File: src/bec_regs.svh
// Register offsets, field layout and timing counts of the event capture block
// Assumes a 40 MHz system clock and a 5 MHz sampled link clock
`ifndef BEC_REGS_SVH
`define BEC_REGS_SVH

`define BEC_OFF_CTRL 12'h000
`define BEC_OFF_STATUS 12'h004
`define BEC_OFF_COUNT 12'h008
`define BEC_OFF_DATA 12'h00C

`define BEC_CTRL_CLEAR 0
`define BEC_CTRL_ENABLE 1
`define BEC_CTRL_RESET 32'h0000_0002

`define BEC_STAT_EMPTY 0
`define BEC_STAT_FULL 1
`define BEC_STAT_TIMING 2

`define BEC_WORD_BITS 16
`define BEC_ENERGY_BITS 11
`define BEC_TAG_BITS 5
`define BEC_TAG_FIRST 5'h1F
`define BEC_TAG_NEXT 5'h1E
`define BEC_TAG_LAST 5'h00

`define BEC_LINK_PERIOD_NS 200
`define BEC_CLK_PERIOD_NS 25
`define BEC_LINK_CYCLES (`BEC_LINK_PERIOD_NS / `BEC_CLK_PERIOD_NS)

`endif

File: src/bec_pkg.sv
// Types shared by the event capture block
// Assumes bec_regs.svh for widths
`include "bec_regs.svh"
package bec_pkg;
  typedef struct packed {
    logic clock;
    logic strobe;
    logic serial;
    logic timing;
  } bec_link_t;

  typedef struct packed {
    logic [`BEC_TAG_BITS-1:0] tag;
    logic [`BEC_ENERGY_BITS-1:0] energy;
  } bec_word_t;

  typedef enum logic [1:0] {
    BEC_WAIT_TIMING,
    BEC_WAIT_DATA,
    BEC_IN_EVENT
  } bec_evt_state_t;
endpackage : bec_pkg

File: src/bec_capture.sv
// Burst event capture: serial link receiver, event store, event counter
// Assumes an APB master on clk and a front-end driving the link pins
//
// Operation
// RULE_01: Sender supplies 200 ns link clock
// RULE_02: Link clock runs before timing, after data
// RULE_03: Timing pulse lasts six link periods
// RULE_04: One timing pulse precedes each event
// RULE_05: Strobe and data follow timing by 4 us
// RULE_06: Counter decrements on reads, link clocked
// RULE_07: Counter increments per complete stored event; code also counts events dropped while the store is full
// RULE_08: Empty flag clears on first write
// RULE_09: Bar is two words, side A then B
// RULE_10: Tag 1F first, 1E next, 0 last
// RULE_11: Word is 5-bit tag, 11-bit energy
// RULE_12: First single-bar event after clear counts
// RULE_13: Sample data under strobe, write per word
`timescale 1ns/1ps
`default_nettype none
`include "bec_regs.svh"
module bec_capture #(
  parameter int DEPTH = 64,
  parameter int CNT_BITS = 16
) (
  input wire logic clk,
  input wire logic rst,
  input wire bec_pkg::bec_link_t link_in,
  input wire logic psel,
  input wire logic penable,
  input wire logic pwrite,
  input wire logic [11:0] paddr,
  input wire logic [31:0] pwdata,
  output logic [31:0] prdata,
  output logic pready,
  output logic pslverr,
  output logic event_store_write,
  output logic fifo_empty
);
  import bec_pkg::*;

  localparam int AW = $clog2(DEPTH);

  // ----------------------------------------------------------------
  // Link synchronisers
  // ----------------------------------------------------------------
  bec_link_t meta_ff, sync_ff, prev_ff;
  logic link_rise;
  logic timing_rise;

  always_ff @(posedge clk) begin
    if (rst) begin
      meta_ff <= '0;
      sync_ff <= '0;
      prev_ff <= '0;
    end else begin
      meta_ff <= link_in;
      sync_ff <= meta_ff;
      prev_ff <= sync_ff;
    end
  end

  assign link_rise = sync_ff.clock & ~prev_ff.clock;
  assign timing_rise = sync_ff.timing & ~prev_ff.timing;

  // ----------------------------------------------------------------
  // APB decode
  // ----------------------------------------------------------------
  function automatic logic hit(input logic [11:0] a, input logic [11:0] o);
    hit = (a == o);
  endfunction : hit

  logic apb_acc;
  logic wr_ctrl;
  logic rd_data;
  assign apb_acc = psel & penable;
  assign wr_ctrl = apb_acc & pwrite & hit(paddr, `BEC_OFF_CTRL);
  assign rd_data = apb_acc & ~pwrite & hit(paddr, `BEC_OFF_DATA);
  assign pready = 1'b1;

  logic [31:0] ctrl_ff, nxt_ctrl;
  logic clear_req;
  assign clear_req = wr_ctrl & pwdata[`BEC_CTRL_CLEAR];

  always_comb begin
    nxt_ctrl = ctrl_ff;
    if (wr_ctrl) begin
      nxt_ctrl = {30'h0000_0000, pwdata[`BEC_CTRL_ENABLE], 1'b0};
    end
  end

  always_ff @(posedge clk) begin
    if (rst) begin
      ctrl_ff <= `BEC_CTRL_RESET;
    end else begin
      ctrl_ff <= nxt_ctrl;
    end
  end

  // ----------------------------------------------------------------
  // Serial word receiver
  // ----------------------------------------------------------------
  logic [`BEC_WORD_BITS-1:0] shift_ff, nxt_shift;
  logic [4:0] bits_ff, nxt_bits;
  logic word_done;
  bec_word_t word;

  always_comb begin
    nxt_shift = shift_ff;
    nxt_bits = bits_ff;
    word_done = 1'b0;
    if (!sync_ff.strobe) begin
      nxt_bits = 5'h00;
    end else if (link_rise) begin // [RULE_13]
      nxt_shift = {shift_ff[`BEC_WORD_BITS-2:0], sync_ff.serial}; // [RULE_11]
      if (bits_ff == 5'(`BEC_WORD_BITS - 1)) begin
        nxt_bits = 5'h00;
        word_done = ctrl_ff[`BEC_CTRL_ENABLE];
      end else begin
        nxt_bits = bits_ff + 5'h01;
      end
    end
  end

  always_ff @(posedge clk) begin
    if (rst) begin
      shift_ff <= '0;
      bits_ff <= '0;
    end else begin
      shift_ff <= nxt_shift;
      bits_ff <= nxt_bits;
    end
  end

  assign word = bec_word_t'(nxt_shift);

  // ----------------------------------------------------------------
  // Event framing
  // ----------------------------------------------------------------
  bec_evt_state_t st_ff, nxt_st;
  logic half_ff, nxt_half;
  logic last_ff, nxt_last;
  logic event_done;

  always_comb begin
    nxt_st = st_ff;
    nxt_half = half_ff;
    nxt_last = last_ff;
    event_done = 1'b0;
    if (timing_rise) begin // [RULE_04]
      nxt_st = BEC_WAIT_DATA;
      nxt_half = 1'b0;
    end else if (word_done) begin
      nxt_half = ~half_ff; // [RULE_09]
      if (!half_ff) begin
        nxt_last = (word.tag == `BEC_TAG_LAST); // [RULE_10]
        nxt_st = BEC_IN_EVENT;
      end else if (last_ff) begin
        event_done = 1'b1; // [RULE_07]
        nxt_st = BEC_WAIT_TIMING;
      end
    end
  end

  always_ff @(posedge clk) begin
    if (rst) begin
      st_ff <= BEC_WAIT_TIMING;
      half_ff <= 1'b0;
      last_ff <= 1'b0;
    end else begin
      st_ff <= nxt_st;
      half_ff <= nxt_half;
      last_ff <= nxt_last;
    end
  end

  // ----------------------------------------------------------------
  // Event store
  // ----------------------------------------------------------------
  logic [`BEC_WORD_BITS-1:0] mem_ff [DEPTH];
  logic [AW-1:0] wp_ff, rp_ff, nxt_wp, nxt_rp;
  logic [AW:0] used_ff, nxt_used;
  logic do_wr, do_rd;
  logic [31:0] rdata_ff, nxt_rdata;

  assign do_wr = word_done & (used_ff != (AW+1)'(DEPTH));
  assign do_rd = rd_data & (used_ff != '0);
  assign event_store_write = do_wr; // [RULE_13]

  always_comb begin
    nxt_wp = do_wr ? wp_ff + AW'(1) : wp_ff;
    nxt_rp = do_rd ? rp_ff + AW'(1) : rp_ff;
    nxt_used = used_ff + (AW+1)'(do_wr) - (AW+1)'(do_rd);
    if (clear_req) begin
      nxt_wp = '0;
      nxt_rp = '0;
      nxt_used = '0;
    end
  end

  always_ff @(posedge clk) begin
    if (rst) begin
      wp_ff <= '0;
      rp_ff <= '0;
      used_ff <= '0;
    end else begin
      wp_ff <= nxt_wp;
      rp_ff <= nxt_rp;
      used_ff <= nxt_used;
    end
  end

  always_ff @(posedge clk) begin
    if (do_wr) begin
      mem_ff[wp_ff] <= nxt_shift;
    end
  end

  assign fifo_empty = (used_ff == '0); // [RULE_08]

  // ----------------------------------------------------------------
  // Event counter
  // ----------------------------------------------------------------
  logic [CNT_BITS-1:0] cnt_ff, nxt_cnt;
  logic dec_pend_ff, nxt_dec_pend;
  logic dec_now;
  logic rd_evt_end;

  // Read of side-B word whose side-A word has the tag-last mark ends an event
  assign rd_evt_end = do_rd & rp_ff[0] &
    (mem_ff[rp_ff - AW'(1)][`BEC_WORD_BITS-1 -: `BEC_TAG_BITS]
      == `BEC_TAG_LAST);

  always_comb begin
    nxt_dec_pend = dec_pend_ff | rd_evt_end;
    dec_now = dec_pend_ff & link_rise; // [RULE_06]
    if (dec_now) begin
      nxt_dec_pend = rd_evt_end;
    end
    // Every complete event counts, first single-bar one too
    nxt_cnt = cnt_ff + CNT_BITS'(event_done) - CNT_BITS'(dec_now); // [RULE_12]
    if (clear_req) begin
      nxt_cnt = '0;
      nxt_dec_pend = 1'b0;
    end
  end

  always_ff @(posedge clk) begin
    if (rst) begin
      cnt_ff <= '0;
      dec_pend_ff <= 1'b0;
    end else begin
      cnt_ff <= nxt_cnt;
      dec_pend_ff <= nxt_dec_pend;
    end
  end

  // ----------------------------------------------------------------
  // Read data
  // ----------------------------------------------------------------
  always_comb begin
    nxt_rdata = rdata_ff;
    pslverr = 1'b0;
    if (psel & ~penable & ~pwrite) begin
      unique case (paddr)
        `BEC_OFF_CTRL: nxt_rdata = ctrl_ff;
        `BEC_OFF_STATUS: nxt_rdata = {29'h0000_0000, sync_ff.timing,
          (used_ff == (AW+1)'(DEPTH)), fifo_empty};
        `BEC_OFF_COUNT: nxt_rdata = 32'(cnt_ff);
        `BEC_OFF_DATA: nxt_rdata = 32'(mem_ff[rp_ff]);
        default: nxt_rdata = 32'h0000_0000;
      endcase
    end
    if (apb_acc && !(hit(paddr, `BEC_OFF_CTRL) ||
        hit(paddr, `BEC_OFF_STATUS) || hit(paddr, `BEC_OFF_COUNT) ||
        hit(paddr, `BEC_OFF_DATA))) begin
      pslverr = 1'b1;
    end
  end

  always_ff @(posedge clk) begin
    if (rst) begin
      rdata_ff <= '0;
    end else begin
      rdata_ff <= nxt_rdata;
    end
  end

  assign prdata = rdata_ff;
endmodule : bec_capture
`default_nettype wire

File: config.mk
export PLATFORM = sky130hd
export DESIGN_NAME = bec_capture
export DESIGN_NICKNAME = d
export VERILOG_FILES = /design/src/bec_pkg.sv /design/src/bec_capture.sv
export VERILOG_INCLUDE_DIRS = /design/src
export SDC_FILE = /design/constraint.sdc
export NUM_CORES = 1
export LEC_CHECK = 0
export BUFFER_PORTS_ARGS = -buffer_cell sky130_fd_sc_hd__buf_2
export CORE_UTILIZATION = 70
export CTS_BUF_LIST = sky130_fd_sc_hd__clkbuf_2
export DETAILED_ROUTE_END_ITERATION = 16
export HOLD_SLACK_MARGIN = 0.12
export PLACE_DENSITY_LB_ADDON = 0.3
export SLEW_MARGIN = 20
export SYNTH_ARGS = -nofsm -noshare
export SYNTH_HDL_FRONTEND = slang
export SYNTH_SLANG_ARGS = --single-unit
File: constraint.sdc
create_clock -name clk -period 8.5 [get_ports clk]
set_input_delay 1.7 -clock clk [delete_from_list [all_inputs] [get_ports clk]]
set_output_delay 1.7 -clock clk [all_outputs]
set_load 0.005 [all_outputs]
# After elaboration in Yosys (flattened, before gate mapping)
# Memories as Yosys holds them, arrays and structs flattened. A register that Yosys moved wholly into a read port is not among the register bits.
# Cells that the tools add are included.
dict set report totals {
  regBits 102
  ramBits 1024
  inputBits 53
  output_inout_bits 36
  word_cells 90
  n_memories 1
}
# name words word_bits read_ports rd_clocked_by_memory_dff write_ports line_no
set mem_list {}
lappend mem_list {mem_ff 64 16 2 1 1 bec_capture.sv:179} ;# logic [`BEC_WORD_BITS-1:0] mem_ff [DEPTH];
dict set report classes {
  add_sub_neg 8
  n_eq_ne 6
  mux 17
  bitwise 23
  n_reduce_logical 14
}
# cell count
set op_table {}
lappend op_table {{one-hot mux 16 bit (4 select lines)} 1}
lappend op_table {{2-to-1 mux 16 bit} 2}
lappend op_table {{== test 12 x 4 -> 1 bit (second input constant)} 2}
lappend op_table {{adder 16 x 1 -> 16 bit} 1}
lappend op_table {{subtractor 16 x 1 -> 16 bit} 1}
lappend op_table {{bitwise AND 1 bit} 15}
lappend op_table {{adder 6 x 1 -> 6 bit (second input constant)} 2}
lappend op_table {{== test 12 x 3 -> 1 bit (second input constant)} 1}
lappend op_table {{logical NOT 12 bit} 1}
lappend op_table {{2-to-1 mux 6 bit} 2}
lappend op_table {{2-to-1 mux 1 bit} 11}
lappend op_table {{logical NOT 5 bit} 2}
lappend op_table {{adder 7 x 1 -> 7 bit} 1}
lappend op_table {{== test 7 bit (second input constant)} 1}
lappend op_table {{logical NOT 7 bit} 1}
lappend op_table {{inequality test 7 bit (second input constant)} 1}
lappend op_table {{inverter 1 bit} 7}
lappend op_table {{nonzero test 7 bit} 1}
lappend op_table {{subtractor 7 x 1 -> 7 bit} 1}
lappend op_table {{OR reduction 2 bit} 3}
lappend op_table {{subtractor 6 x 1 -> 6 bit (second input constant)} 1}
lappend op_table {{adder 5 x 1 -> 5 bit (second input constant)} 1}
lappend op_table {{== test 5 x 4 -> 1 bit (second input constant)} 1}
lappend op_table {{2-to-1 mux 5 bit} 1}
lappend op_table {{other kinds (5)} 7}

# Depth between registers and ports, before layout
dict set report logic_depth {
  depth_word 8
  depth_mapped 17
  ltp_nobuf 17
}

# Least setup slack after synthesis
# OpenSTA, ideal clock, no wires.
dict set report synth_timing {
  path_kind {input-to-reg}
  from {input port paddr[1]}
  to {register used_ff[6]}
  setup_ns 0.133
  arrival_ns 4.405
  required_ns 8.367
  setup_slack_ns 3.962
  path_stages 15
  n_path_buf 0
  path_cell_list {nor4_2 > nand4_1 > nor4_2 > ha_1 > inv_1 > ha_1 > inv_1 > fa_1 > inv_1 > a21oi_1 > nor2_1 > o21ai_0 > a21oi_1 > or3_1 > a21oi_1}
}
dict set report synth_between {
  elab_chain_cells 4
  elab_cells_between_ends 8
  classes_between {add/sub (1); eq/ne (1); bitwise (4); reduce/logical (2)}
}
# item line_no
set synth_rtl {}
lappend synth_rtl {{from (decl)} bec_capture.sv:31} ;# input wire logic [11:0] paddr,
lappend synth_rtl {{== test 12 x 4 -> 1 bit} bec_capture.sv:69} ;# hit = (a == o);
lappend synth_rtl {{bitwise AND 1 bit} bec_capture.sv:77} ;# assign rd_data = apb_acc & ~pwrite & hit(paddr, `BEC_OFF_DATA);
lappend synth_rtl {{bitwise AND 1 bit} bec_capture.sv:186} ;# assign do_rd = rd_data & (used_ff != '0);
lappend synth_rtl {{net do_rd} bec_capture.sv:182} ;# logic do_wr, do_rd;
lappend synth_rtl {{subtractor 7 x 1 -> 7 bit} bec_capture.sv:192} ;# nxt_used = used_ff + (AW+1)'(do_wr) - (AW+1)'(do_rd);
lappend synth_rtl {{to (signal assigned)} bec_capture.sv:208} ;# used_ff <= nxt_used;
lappend synth_rtl {{to (decl)} bec_capture.sv:181} ;# logic [AW:0] used_ff, nxt_used;
# The timed path passes the listed nets, and every way through them passes these cells.
# A chain may end at the register's enable or synchronous reset.

# Worst setup path after layout
dict set report layout_timing {
  from {register bits_ff[0]}
  to {output port event_store_write}
}
dict set report layout_between {
  elab_chain_cells 5
}
# item line_no
set layout_rtl {}
lappend layout_rtl {{from (decl)} bec_capture.sv:103} ;# logic [4:0] bits_ff, nxt_bits;
lappend layout_rtl {{from (signal assigned)} bec_capture.sv:130} ;# bits_ff <= nxt_bits;
lappend layout_rtl {{== test 5 x 4 -> 1 bit} bec_capture.sv:115} ;# if (bits_ff == 5'(`BEC_WORD_BITS - 1)) begin
lappend layout_rtl {{2-to-1 mux 1 bit} bec_capture.sv:115}
lappend layout_rtl {{2-to-1 mux 1 bit} bec_capture.sv:113} ;# end else if (link_rise) begin
lappend layout_rtl {{2-to-1 mux 1 bit} bec_capture.sv:111} ;# if (!sync_ff.strobe) begin
lappend layout_rtl {{bitwise AND 1 bit} bec_capture.sv:185} ;# assign do_wr = word_done & (used_ff != (AW+1)'(DEPTH));
lappend layout_rtl {{to (decl)} bec_capture.sv:36} ;# output logic event_store_write,
# Every way passes these cells.

==> impl_metrics.py <==
metrics = {
    "layout": {
        "nNetsFinal": 2740,
        "multi_input_area_sq_um": 11720,
        "fin_cells": 3692,
        "layout_commonest_cell": "edfxtp_1",
        "seq_area_sq_um": 32600,
        "syn2layout_area_growth_pct": 8.387,
        "final_cell_mix": "1024 x edfxtp_1, 395 x clkbuf_2, 292 x mux4_2",
        "nFillCells": 3462,
        "drive_above_1_share_pct": 30.87,
    },
    "global_route": {
        "grt_pass1_vias": 25970,
        "grt_overflow": 0,
        "grt_pass1_wl_um": 162300,
        "track_usage_pct": 34.66,
        "grt_max_degree": 143,
        "antenna_found_initial": 4,
    },
    "worst_setup_path": {
        "slowest_stage": "a21oi_2",
        "endpoint_kind": "primary output",
        "regToRegEndpoint": "dec_pend_ff",
        "path_max_fanout": 7,
        "rrSetupSlack_ns": 4.10,
        "crit_type": "register to primary output",
        "r2r-start": "rp_ff[0]",
        "critPathCapture": "event_store_write",
        "crit_path_start": "bits_ff[0]",
        "r2r_cells": 11,
        "worstPathArrival_ns": 3.35,
        "worstPathRequired_ns": 6.80,
        "worst_setup_path_start_kind": "register",
        "critical_path.cell_chain": "ha_1, and4b_1, nand4_1, a21oi_2, buf_2",
        "max_stage_delay_ns": 0.55,
    },
    "status": {
        "status": "completed",
    },
    "timing": {
        "finalCritPeriodShare_pct": 59.47,
        "fmax_ghz": 0.1978,
        "fin_skew_ns": 0.1459,
        "setup_viol": 0,
        "hold_slack_ns": 0.4557,
        "final-max-slew-violation-count": 0,
        "rsz0062_at_grt": "no",
        "worst_slew_pin_slew_ns": 1.089,
        "hold_violations": 0,
        "finalCriticalPeriod_ns": 5.055,
        "tns_ns": 0,
        "relSlewSlack_pct": 27.42,
    },
    "place": {
        "hpwlAfterDp_um": 66820,
        "gp_congestion": 0.9507,
        "placedCellCount": 3219,
        "io_buffers": 41,
    },
    "detailed_routing": {
        "drc": 0,
        "vias": 25210,
        "dr.pass1.iters": 6,
        "postRouteAntennaNets": 0,
        "via_per_inst": 6.828,
        "wl_per_cell_um": 29.89,
        "drt_wl_total_um": 110300,
        "drt_iter0_drc": 3687,
    },
    "power": {
        "pwr_density_cell_nw_per_um2": 191.5,
        "pwr-share-seq_pct": 63.1,
        "p_leak_nw": 15.31,
        "power_mw": 9.354,
        "clkPwrFrac_pct": 36.1,
        "p_comb_share_pct": 0.8,
        "vdd_drop_max_mv": 0.1335,
        "internal_power_mw": 7.258,
        "swShare_pct": 22.41,
        "power_switching_mw": 2.096,
    },
    "clocking": {
        "root_buffer": "clkbuf_2",
        "clk_pin_slew_worst_paths_ns": 0.10,
        "cts_max_path_buffers": 4,
        "post_cts_buffers": 0,
        "post_cts_resized": 0,
        "htreeDepth": 5,
        "cts_hold_buf": 0,
        "cts_tree": "done",
        "clkSinkCount": 1116,
        "insertion_delay_ns": 1.48,
        "cts_made_buffers": 280,
    },
    "synth": {
        "synthFlopType": "edfxtp_1",
        "synth.distinct_cells": 68,
        "syn_avg_cell_area_sq_um": 19.13,
        "ys_ff_latch": 1116,
        "synth_area_leader_cell": "edfxtp_1",
        "netlist.area_leader.share_pct": 68.23,
        "synth_edf_count": 1024,
        "synth_area_leaders": "edfxtp_1 68%, mux4_2 15%, dfxtp_1 4.1%",
        "yosysSeqAreaShare_pct": 72.32,
        "synth_area_sq_um": 45070,
        "async_reset_ff_share_pct": 0,
        "synth_warnings": 0,
        "synthesis.instances": 2356,
    },
    "job": {
        "maxCapViolations": 0,
    },
    "die": {
        "die_h_um": 255.7,
        "dieArea_sq_um": 65400,
        "die_w_um": 255.7,
        "core_area_sq_um": 63310,
        "initial_utilization_pct": 71.18,
        "num_rows": 92,
        "io_pins": 89,
    },
    "worst_hold_path": {
        "hold_path.class": "register to register",
    },
}
==> cells in the mapped netlist, types with 23 or more instances <==
| master | count |
|---|---|
| nand2_1 | 64 |
| ha_1 | 30 |
| dfxtp_1 | 92 |
| buf_2 | 33 |
| nand2b_1 | 25 |
| edfxtp_1 | 1024 |
| nor2b_1 | 37 |
| mux2i_1 | 57 |
| mux4_2 | 292 |
| nor3_1 | 34 |
| buf_1 | 23 |
| nor4_1 | 35 |
| inv_1 | 41 |
| nor2_1 | 153 |
| a21oi_1 | 40 |
| a32oi_1 | 24 |
| clkbuf_1 | 47 |
==> routing by layer <==
layer  share of wire, %  global-route usage [%]  vias up
met1                 35                   46.40    12560
met4                4.7                   17.08        4
met2                 48                   53.43     1927
li1                   -                       -    10380
met3                 13                   9.745      337
met5              0.026                       0        -
==> through the flow <==
step | util, % | setup WS [ns] | instance area (sq um)
after CTS | 77.11 | 3.370 | 48820
after global placement | 73.41 | 3.676 | 46480
after detailed placement | 73.41 | 3.582 | 46480
after floorplan | - | 3.962 | 45120
final | 77.15 | 3.445 | 48850
after global routing | 77.15 | 3.279 | 48840
==> worst max-delay path, delay by kind of cell (launching register included) <==
kind | cells | cell delay (ns)
AOI/OAI and AO/OA | 1 | 0.55
adders and majority gates | 1 | 0.25
buffers and inverters | 1 | 0.22
DFF | 1 | 0.40
and+or+nand+nor | 2 | 0.53
==> layout make-up <==
class | count | share of cell area, %
flip-flops and latches | 1116 | 66.75
diodes | 5 | 0.02561
multi-input cells | 1079 | 23.99
well taps | 846 | 2.167
clock inverters | 73 | 0.7428
repair buffers | 135 | 1.942
clock buffers | 395 | 4.047
inverters | 43 | 0.3356
==> cell families (layout without fill, tap and decap cells) <==
group | after synthesis | after routing | synth area share, %
flops | 1116 | 1116 | 72.32
simple gates | 447 | 447 | 5.136
mux | 362 | 362 | 16.18
compound gates | 191 | 191 | 2.957
buf+inv | 176 | 646 | 1.868
fa+ha+maj | 32 | 32 | 0.9217
xor+xnor | 30 | 30 | 0.5997
other cells | 2 | 22 | 0.01666
==> power groups by stage <==
stage | Combinational (mW) | Sequential, mW | Clock [mW]
5_1_grt | 0.0802 | 5.91 | 3.71
3_3_place_gp | 0.0666 | 6.03 | 0
3_5_place_dp | 0.0706 | 6.03 | 0
6_report | 0.0724 | 5.90 | 3.38
2_1_floorplan | 0.0571 | 6.03 | 0
4_1_cts | 0.0707 | 5.90 | 3.42
==> state kept, by name (all words and copies together), names as in the netlist, named ones only <==
signal / count
meta_ff: 4
wp_ff: 6
shift_ff: 16
bits_ff: 5
half_ff: 1
dec_pend_ff: 1
last_ff: 1
prev_ff: 2
prdata: 16
rp_ff: 6
cnt_ff: 16
used_ff: 7
ctrl_ff: 1
sync_ff: 4
mem_ff: 1024
==> how the worst min path moves through the flow <==
stage                    start          to  slack [ns]  cells after the start
floorplan           meta_ff[0]  sync_ff[0]        0.41                      1
global placement    meta_ff[3]  sync_ff[3]        0.42                      1
detailed placement  meta_ff[0]  sync_ff[0]        0.43                      1
CTS                  pwdata[1]  ctrl_ff[1]        0.41                      2
global route         pwdata[1]  ctrl_ff[1]        0.42                      2
finish              meta_ff[2]  sync_ff[2]        0.46                      1
Note: power is estimated with default switching activity, not from simulation.
